**src/rtl/sadc_pkg.sv**
```systemverilog
// package of constants and carrier types for the successive-approximation converter sequencer
// assumes a single 25 MHz system clock and a byte-wide special function register port
//
// Summary of operation
// - one of eight multiplexed analog inputs is converted into an 8-bit value by successive approximation.
// - one conversion takes 19.1 us at 8.38 MHz; the approximation sequence is 19.1 us at the 25 MHz system clock rounded down to 8 steps of 59 cycles, 472 cycles.
// - the input count select register sets how many inputs convert and leaves the rest as digital port pins.
// - the analog inputs share the port 1 pins and the count select value decides how many are routed to the converter.
// - the mode register holds a channel select field picking which enabled input is converted.
// - a conversion starts on the external trigger interrupt or on a software write to the mode register.
// - at the end of a conversion the result register is loaded and the done interrupt request is raised.
// - a conversion started by the external trigger stops after the done interrupt and does not restart alone.
// - a conversion started by software repeats, updating result and interrupt, until the mode register is written again.
package sadc_pkg;
   // ************************************************************
   // register map
   // ************************************************************
   localparam logic [15:0] SADC_ADDR_RESULT = 16'hFF1F;
   localparam logic [15:0] SADC_ADDR_MODE = 16'hFF80;
   localparam logic [15:0] SADC_ADDR_COUNT = 16'hFF84;
   localparam logic [7:0] SADC_MODE_RESET = 8'h01;
   localparam logic [7:0] SADC_COUNT_RESET = 8'h00;
   localparam logic [7:0] SADC_RESULT_RESET = 8'h00;
   // mode register fields
   localparam int SADC_MODE_ENABLE_BIT = 7;
   // set together with enable, the write arms the external trigger instead of starting at once
   localparam int SADC_MODE_TRIG_BIT = 6;
   localparam int SADC_MODE_CHAN_LSB = 1;
   localparam int SADC_MODE_CHAN_W = 3;
   // ************************************************************
   // timing
   // ************************************************************
   localparam real SADC_CONV_TIME_US = 19.1;
   localparam real SADC_REF_CLOCK_MHZ = 8.38;
   localparam real SADC_CLOCK_MHZ = 25.0;
   // reference cycles per conversion, rounded down as a longest time; mclk cycles come from the same time times the mclk rate
   localparam int SADC_REF_CYCLES = int'($floor(SADC_CONV_TIME_US * SADC_REF_CLOCK_MHZ));
   localparam int SADC_CONV_CYCLES = int'($floor(SADC_CONV_TIME_US * SADC_CLOCK_MHZ));
   localparam int SADC_RES_BITS = 8;
   localparam int SADC_BIT_CYCLES = SADC_CONV_CYCLES / SADC_RES_BITS;
   // ************************************************************
   // carrier types
   // ************************************************************
   typedef struct packed {
      logic sel;
      logic wr;
      logic rd;
      logic [15:0] addr;
      logic [7:0] wdata;
   } sadc_sfr_req_s;
   typedef struct packed {
      logic [7:0] sample_sel;
      logic [2:0] chan;
   } sadc_mux_s;
endpackage

```
**src/rtl/sadc_sar_core.sv**
```systemverilog
// successive-approximation register: one trial bit per step enable, msb first
// assumes the comparator input settles within one step period
`timescale 1ns/100ps
module sadc_sar_core #(
   parameter int WIDTH = 8
) (
   input wire logic mclk, // system clock
   input wire logic reset_n, // async reset, active low
   input wire logic clear, // abandon and restart from msb
   input wire logic step, // one trial-bit decision
   input wire logic comp_hi, // comparator: analog input at or above trial
   output logic [WIDTH-1:0] trial, // present trial code to the dac
   output logic done // last bit decided, one cycle
);
   logic [WIDTH-1:0] mask_reg;
   always_ff @(posedge mclk or negedge reset_n) begin
      if (!reset_n) begin
         trial <= '0;
         mask_reg <= '0;
         done <= 1'b0;
      end else begin
         done <= 1'b0;
         if (clear) begin
            mask_reg <= {1'b1, {(WIDTH-1){1'b0}}};
            trial <= {1'b1, {(WIDTH-1){1'b0}}};
         end else if (step && mask_reg != '0) begin
            // keep or drop the trial bit, then try the next lower one
            trial <= (comp_hi ? trial : (trial & ~mask_reg)) | (mask_reg >> 1);
            mask_reg <= mask_reg >> 1;
            done <= (mask_reg == {{(WIDTH-1){1'b0}}, 1'b1});
         end
      end
   end
endmodule // sadc_sar_core

```
**src/rtl/sadc_sequencer.sv**
```systemverilog
// converter sequencer: special function registers, start control, timing and pin routing
// assumes the comparator and dac sit outside; the trigger pin is asynchronous
`timescale 1ns/100ps
module sadc_sequencer
   import sadc_pkg::*;
#(
   parameter int CONV_CYCLES = sadc_pkg::SADC_CONV_CYCLES
) (
   input wire logic mclk, // system clock 25 MHz
   input wire logic reset_n, // async reset, active low
   input wire sadc_pkg::sadc_sfr_req_s sfr_req, // register port request
   output logic [7:0] sfr_rdata, // register read data, valid cycle after rd
   input wire logic ext_trigger_pin, // external trigger interrupt input
   input wire logic comp_hi, // analog comparator output
   output logic [7:0] dac_code, // trial code to the dac
   output sadc_pkg::sadc_mux_s mux_ctrl, // analog routing of port 1 pins
   output logic conversion_done_interrupt, // one-cycle done request
   output logic busy // conversion in progress
);
   import sadc_pkg::*;
   localparam int BIT_CYC = (CONV_CYCLES / SADC_RES_BITS) < 1 ? 1 : CONV_CYCLES / SADC_RES_BITS;

   // ************************************************************
   // registers
   // ************************************************************
   logic [7:0] converter_mode_control_reg;
   logic [7:0] analog_input_count_select_reg;
   logic [7:0] conversion_result_reg;
   logic mode_wr;
   assign mode_wr = sfr_req.sel && sfr_req.wr && sfr_req.addr == SADC_ADDR_MODE;

   always_ff @(posedge mclk or negedge reset_n) begin
      if (!reset_n) begin
         converter_mode_control_reg <= SADC_MODE_RESET;
         analog_input_count_select_reg <= SADC_COUNT_RESET;
      end else if (sfr_req.sel && sfr_req.wr) begin
         if (sfr_req.addr == SADC_ADDR_MODE) begin
            converter_mode_control_reg <= sfr_req.wdata;
         end
         if (sfr_req.addr == SADC_ADDR_COUNT) begin
            analog_input_count_select_reg <= sfr_req.wdata;
         end
      end
   end

   always_ff @(posedge mclk or negedge reset_n) begin
      if (!reset_n) begin
         sfr_rdata <= 8'h00;
      end else if (sfr_req.sel && sfr_req.rd) begin
         case (sfr_req.addr)
            SADC_ADDR_RESULT: sfr_rdata <= conversion_result_reg;
            SADC_ADDR_MODE: sfr_rdata <= converter_mode_control_reg;
            SADC_ADDR_COUNT: sfr_rdata <= analog_input_count_select_reg;
            default: sfr_rdata <= 8'h00;
         endcase
      end
   end

   // ************************************************************
   // trigger synchroniser and edge
   // ************************************************************
   logic [2:0] trig_sync_reg;
   logic trig_level_reg;
   logic trig_rise;
   always_ff @(posedge mclk or negedge reset_n) begin
      if (!reset_n) begin
         trig_sync_reg <= 3'h0;
      end else begin
         trig_sync_reg <= {trig_sync_reg[1:0], ext_trigger_pin};
      end
   end
   // the filtered level only moves once the second and third stages agree, so a runt pulse is dropped
   always_ff @(posedge mclk or negedge reset_n) begin
      if (!reset_n) begin
         trig_level_reg <= 1'b0;
      end else if (trig_sync_reg[1] == trig_sync_reg[2]) begin
         trig_level_reg <= trig_sync_reg[2];
      end
   end
   assign trig_rise = trig_sync_reg[1] && trig_sync_reg[2] && !trig_level_reg;

   // ************************************************************
   // sequence control
   // ************************************************************
   typedef enum logic [1:0] {SADC_IDLE, SADC_CONVERT, SADC_FINISH} sadc_state_e;
   sadc_state_e state_reg;
   logic sw_mode_reg;
   logic [15:0] step_cnt_reg;
   logic sar_clear, sar_step, sar_done;
   logic [7:0] trial;
   logic enabled;
   logic trig_armed;
   logic [2:0] chan;
   assign enabled = converter_mode_control_reg[SADC_MODE_ENABLE_BIT];
   // without an armed mode a trigger start could never be reached, as an enabling write starts at once
   assign trig_armed = enabled && converter_mode_control_reg[SADC_MODE_TRIG_BIT];
   assign chan = converter_mode_control_reg[SADC_MODE_CHAN_LSB +: SADC_MODE_CHAN_W];
   assign sar_step = state_reg == SADC_CONVERT && step_cnt_reg == 16'(BIT_CYC - 1);
   // a mode write always restarts; a trigger only starts from idle
   assign sar_clear = mode_wr || (state_reg == SADC_IDLE && trig_armed && trig_rise) ||
                      (state_reg == SADC_FINISH && sw_mode_reg && enabled);

   always_ff @(posedge mclk or negedge reset_n) begin
      if (!reset_n) begin
         state_reg <= SADC_IDLE;
         sw_mode_reg <= 1'b0;
      end else if (mode_wr) begin
         // new write abandons the running conversion
         // an armed write waits in idle for the trigger
         state_reg <= (sfr_req.wdata[SADC_MODE_ENABLE_BIT] && !sfr_req.wdata[SADC_MODE_TRIG_BIT]) ?
                      SADC_CONVERT : SADC_IDLE;
         sw_mode_reg <= !sfr_req.wdata[SADC_MODE_TRIG_BIT];
      end else begin
         case (state_reg)
            SADC_IDLE: begin
               if (trig_armed && trig_rise) begin
                  state_reg <= SADC_CONVERT;
                  sw_mode_reg <= 1'b0;
               end
            end
            SADC_CONVERT: begin
               if (sar_done) begin
                  state_reg <= SADC_FINISH;
               end
            end
            SADC_FINISH: begin
               // software start repeats, trigger start stops
               state_reg <= (sw_mode_reg && enabled) ? SADC_CONVERT : SADC_IDLE;
            end
            default: state_reg <= SADC_IDLE;
         endcase
      end
   end

   always_ff @(posedge mclk or negedge reset_n) begin
      if (!reset_n) begin
         step_cnt_reg <= 16'h0000;
      end else if (sar_clear || sar_step || state_reg != SADC_CONVERT) begin
         step_cnt_reg <= 16'h0000;
      end else begin
         step_cnt_reg <= step_cnt_reg + 16'h0001;
      end
   end

   sadc_sar_core #(.WIDTH(SADC_RES_BITS)) u_sar (
      .mclk(mclk),
      .reset_n(reset_n),
      .clear(sar_clear),
      .step(sar_step),
      .comp_hi(comp_hi),
      .trial(trial),
      .done(sar_done)
   );

   // ************************************************************
   // result, interrupt and outputs
   // ************************************************************
   always_ff @(posedge mclk or negedge reset_n) begin
      if (!reset_n) begin
         conversion_result_reg <= SADC_RESULT_RESET;
         conversion_done_interrupt <= 1'b0;
      end else begin
         conversion_done_interrupt <= sar_done && !mode_wr;
         if (sar_done && !mode_wr) begin
            conversion_result_reg <= trial;
         end
      end
   end

   always_ff @(posedge mclk or negedge reset_n) begin
      if (!reset_n) begin
         dac_code <= 8'h00;
         busy <= 1'b0;
         mux_ctrl <= '0;
      end else begin
         dac_code <= trial;
         busy <= state_reg != SADC_IDLE;
         mux_ctrl.chan <= chan;
         for (int i = 0; i < 8; i++) begin
            // count value n routes pins 0..n-1 to the converter, 8 and above route all
            mux_ctrl.sample_sel[i] <= (analog_input_count_select_reg > 8'(i));
         end
      end
   end

   // ************************************************************
   // checks
   // ************************************************************
   // cycles since the last restart of the approximation, saturating
   logic [15:0] conv_age_reg;
   always_ff @(posedge mclk or negedge reset_n) begin
      if (!reset_n) begin
         conv_age_reg <= 16'h0000;
      end else if (sar_clear) begin
         conv_age_reg <= 16'h0000;
      end else if (conv_age_reg != 16'hFFFF) begin
         conv_age_reg <= conv_age_reg + 16'h0001;
      end
   end
endmodule // sadc_sequencer

```
**config.mk**
```make
export PLATFORM = sky130hd
export DESIGN_NAME = sadc_sequencer
export DESIGN_NICKNAME = d
export VERILOG_FILES = /design/src/rtl/sadc_pkg.sv /design/src/rtl/sadc_sar_core.sv /design/src/rtl/sadc_sequencer.sv
export SDC_FILE = /design/constraint.sdc
export NUM_CORES = 1
export LEC_CHECK = 0
export ABC_AREA = 1
export BUFFER_PORTS_ARGS = -buffer_cell sky130_fd_sc_hd__buf_2
export CORE_MARGIN = 5
export CORE_UTILIZATION = 55
export CTS_CLUSTER_DIAMETER = 50
export DETAILED_ROUTE_END_ITERATION = 12
export GPL_TIMING_DRIVEN = 0
export PLACE_DENSITY = 0.77
export SYNTH_ARGS = -nofsm -noshare
export SYNTH_HDL_FRONTEND = slang
export SYNTH_SLANG_ARGS = --single-unit
```
**constraint.sdc**
```tcl
create_clock -name mclk -period 2.1 [get_ports mclk]
set_input_delay 0.315 -clock mclk [delete_from_list [all_inputs] [get_ports mclk]]
set_output_delay 0.315 -clock mclk [all_outputs]
set_load 0.005 [all_outputs]
```
After elaboration in Yosys (flattened, before gate mapping)

Index checks and enable logic that the tools add are counted.
W data, S select, Z words.

Output and inout bits: 29
Flip-flop bits (word level): 93
Input bits: 31
Logic and storage cells: 91

$add $sub $neg: 1
Magnitude comparators: 8
Muxes and demuxes: 18
Reductions and logical operators: 33
Bitwise operators: 3
Eq/ne operators: 11

Operators by type and width:

| operator                | number |
|---|---|
| $eq A16 B16 Y1 const B  | 3 |
| $mux W8                 | 5 |
| $gt A8 B3 Y1 const B    | 4 |
| $pmux W8 S3             | 1 |
| $add A16 B1 Y16 const B | 1 |
| $eq A16 B6 Y1 const B   | 1 |
| $gt A8 B1 Y1 const B    | 2 |
| $gt A8 B2 Y1 const B    | 2 |
| $logic_and A1 B1 Y1     | 16 |
| $mux W16                | 1 |
| $and A8 B8 Y8           | 1 |
| $eq A8 B1 Y1 const B    | 1 |
| $not A8 Y8              | 1 |
| $or A8 B7 Y8            | 1 |
| $reduce_and A2 Y1       | 4 |
| $reduce_bool A2 Y1      | 4 |
| $reduce_bool A8 Y1      | 1 |
| $mux W1                 | 7 |
| $mux W2                 | 3 |
| $ne A3 B2 Y1 const B    | 2 |
| $pmux W2 S3             | 1 |
| $logic_or A1 B1 Y1      | 4 |
| $logic_not A1 Y1        | 3 |
| $eq A2 B1 Y1 const B    | 1 |
| other kinds (4)         | 4 |

Logic depth before layout (Yosys ltp)

Depth after elaboration: 8
Gate-level depth with buffers: 10

By module

Synthesis repeated with hierarchy kept, for this count alone.

Cell total of the unflattened synthesis: 477
Area total of the unflattened synthesis: 4240.3 um^2

By module, submodules not included:

| module         | cells each | area an instance (um^2) | times used |
|---|---|---|---|
| sadc_sequencer | 375        | 3399.5                  | 1 |
| sadc_sar_core  | 102        | 840.8                   | 1 |

Least setup slack after synthesis

OpenSTA, ideal clock, no wires.

Path kind: reg2reg
From: register step_cnt_reg[0]
To: register u_sar.trial[0]
Slack: 0.652 ns
Cell stages (with the launch flop): 10
Clock period less this slack: 1.448 ns
Data arrival time: 1.374 ns
Cells stage by stage: dfrtp_1 -> inv_1 -> ha_1 -> nand3_1 -> nor2_1 -> nand3_4 -> nor2_4 -> buf_6 -> nand3_2 -> o21ai_2

Longest elaborated chain between the ends: 4

RTL lines:

| what                         | line                  | RTL |
|---|---|---|
| start: declaration           | sadc_sequencer.sv:88  | `logic [15:0] step_cnt_reg;` |
| start signal: assignment     | sadc_sequencer.sv:141 | `step_cnt_reg <= step_cnt_reg + 16'h0001;` |
| $eq A16 B6 Y1                | sadc_sequencer.sv:98  | `assign sar_step = state_reg == SADC_CONVERT && step_cnt_reg == 16'(BIT_CYC - 1);` |
| $logic_and A1 B1 Y1          | sadc_sequencer.sv:98  |  |
| $logic_and A1 B1 Y1          | sadc_sar_core.sv:26   | `end else if (step && mask_reg != '0) begin` |
| $reduce_bool A2 Y1 (no line) | --                    |  |
| end signal: assignment       | sadc_sar_core.sv:25   | `trial <= {1'b1, {(WIDTH-1){1'b0}}};` |
| end signal: assignment       | sadc_sar_core.sv:28   | `trial <= (comp_hi ? trial : (trial & ~mask_reg)) \| (mask_reg >> 1);` |
| end: declaration             | sadc_sar_core.sv:12   | `output logic [WIDTH-1:0] trial,` |

Every way passes these cells.
A chain may end at the register's enable or synchronous reset.

Worst setup path after layout

From: register step_cnt_reg[0]
To: register u_sar.trial[1]

Same word-level chain as after synthesis.

==> impl_metrics.yaml <==
power:
  p_leak_nw: 2.53
  power_density_nw_per_um2: 752
  p_sw_uw: 946
  p_comb_share_pct: 11.5
  ir_drop_mv: 0.458
  p_int_mw: 2.67
  power.share.clock_pct: 36.5
  power.total_mw: 3.61
  pwr-share-seq_pct: 52.1
  swShare_pct: 26.2
die:
  dieWidth_um: 96.6
  core.rowCount: 31
  die_y_um: 96.6
  dieArea_um2: 9340
  initial_utilization_pct: 56.6
  ios: 60
  core-area_um2: 7290
sta:
  fmax_ghz: 0.597
  setup_viol: 0
  worst_pin_slew_ps: 527
  fin_worst_skew_ps: 12.9
  drv_slew: 0
  rsz0062_at_grt: "false"
  final_hold_viol_count: 0
  slew_headroom_pct: 64.8
  finalCriticalPeriod_ps: 1670
  period_share_pct: 79.8
logic_synthesis:
  syn_inst: 460
  syn_area_per_cell_um2: 8.97
  async_flop_share_pct: 100
  ys_ff_latch: 93
  ys_seq_area_share_pct: 56.4
  synth_ff_type: "dfrtp_1"
  synth_edf_count: 0
  synth_cell_type_count: 33
  ys_warn_count: 0
  syn_nets: 494
  syn-cell-area_um2: 4130
finish:
  largest_register_ffs: 16
  diodes: 0
  regArea_um2: 2330
  multi_input_area_um2: 1560
  postLayoutCoreUtil_pct: 65.9
  drive_above_1_share_pct: 23.6
  mostFrequentLayoutCells: "152 x nand2_1, 92 x dfrtp_1, 60 x buf_2"
  num-nets-final: 566
  areaGrowthSynthToFinish_pct: 16.5
  n_fill_cell: 613
  final_common_cell: "nand2_1"
critical_path:
  path_cells: "inv_1 -> ha_1 -> nand3_1 -> nor2_1 -> nand4_1 -> nor2_1 -> o21ai_2"
  crit_arrival_ps: 1930
  setup.worst_path.start_class: "register"
  crit_slowest_cell: "dfrtp_1"
  crit_type: "register to register"
  worstPathRequired_ps: 2360
  crit_top_cell: "nor2_1"
  cpPeakStageDelay_ps: 420
  worst-path-max-fanout: 6
  cp-end-kind: "register"
global_routing:
  grt.busiest_layer: "met2"
  use_met2_pct: 28.6
  overflow: 0
  use_met3_pct: 5.97
  grt_max_degree: 55
  grtUsageTotal_pct: 18.5
  grtUsageMet1_pct: 24.8
  antenna_found_initial: 0
  grt_pass1_vias: 3074
  grt_pass1_wl_um: 14300
placed_design:
  dp_hpwl_um: 5880
  globalplace.congestion: 0.855
  numPortBuffers: 59
drt:
  num_vias: 3174
  drcViolationCount: 0
  detailedRoute.firstIterationViolations: 104
  first_pass_iters: 5
  drtAntennaViolNets: 0
  routed_wl_um: 8050
  wl_per_cell_um: 12.7
  viasPerCell: 4.99
job:
  max_cap_violations: 0
cts:
  clk_pin_slew_ps: 90
  cts_buffers: 9
  htree_levels: 3
  cts.path.max_buffers: 2
  clk_latency_ps: 370
  cts-root-buf: "clkbuf_8"
  cts_sinks: 93
  cts_tree: "built"
status:
  outcome: "finished clean"
hold_path:
  hp-class: "input port to register"
## critical path: cells and delay by family (launching register included)
family	cells	cell delay, ps
and+or+nand+nor	4	850
AOI/OAI and AO/OA	1	80
DFF	1	420
adders and majority gates	1	150
buffers and inverters	1	70
## synthesized netlist by cell type (all sizes together) (7+ instances only)
cell type | n | area (um2)
nand2 | 155 | 594
dfrtp | 92 | 2300
nor2 | 55 | 244
inv | 45 | 169
nand3 | 30 | 208
o21ai | 28 | 193
nor3 | 8 | 40.0
a21oi | 7 | 35.0
buf | 7 | 62.6
nand4 | 7 | 43.8
xor2 | 7 | 61.3
## power groups by stage
stage	Sequential (mW)	Combinational, mW	Clock, mW
3_3_place_gp	1.92	0.401	0
5_1_grt	1.89	0.476	1.43
6_report	1.88	0.414	1.32
3_5_place_dp	1.92	0.418	0
4_1_cts	1.88	0.421	1.35
2_1_floorplan	1.91	0.270	0
## layer usage
metal	up-vias	share of wire (%)
met2	68	48
li1	1590	-
met3	13	5.7
met1	1503	44
met5	-	0
met4	0	1.6
## layout make-up
class	instances	share of cell area (%)
clock inverters	6	1.95
repair buffers	61	6.97
well taps	99	2.58
flip-flops and latches	93	48.4
plain buffers	9	1.48
inverters	45	3.51
clock buffers	10	2.65
multi-input cells	313	32.4
## metrics by stage
step	area, um2	worst slack (ps)	setup TNS [ps]	std cells	hold slack (ps)
after CTS	4810	413	0	636	47.8
final	4810	425	0	636	57.3
after detailed placement	4580	432	0	619	328
after global routing	4810	261	0	636	34.2
after global placement	4550	-121	-10940	618	338
after floorplan	4130	652	0	460	19.4
## timing repair
action	CTS	global route
buffers inserted	0	0
hold buffers	1	0
gates resized for setup	0	0
hold endpoints to repair	39	0
## kinds of logic after synthesis
kind of cell | count (synthesis) | synth area share, %
xor gates and xnor gates | 9 | 1.91
adders and majority gates | 3 | 0.909
and+or+nand+nor | 265 | 29.2
buffers and inverters | 54 | 5.82
AOI/OAI and AO/OA | 35 | 5.52
DFF | 93 | 56.4
muxes | 1 | 0.273
## final timing paths
path | from | end | slack, ps | cells past startpoint
setup / recovery | step_cnt_reg[0] | u_sar.trial[1] | 430 | 7
setup reg to reg | step_cnt_reg[0] | u_sar.trial[1] | 430 | 7
hold / removal | ext_trigger_pin | trig_sync_reg[0] | 60 | 1
max in group asynchronous | reset_n | converter_mode_control_reg[0] | 960 | 3
hold reg to reg | trig_sync_reg[0] | trig_sync_reg[1] | 350 | 0
min in group asynchronous | reset_n | mux_ctrl[4] | 470 | 2
Power figures use the tool's default switching activity.
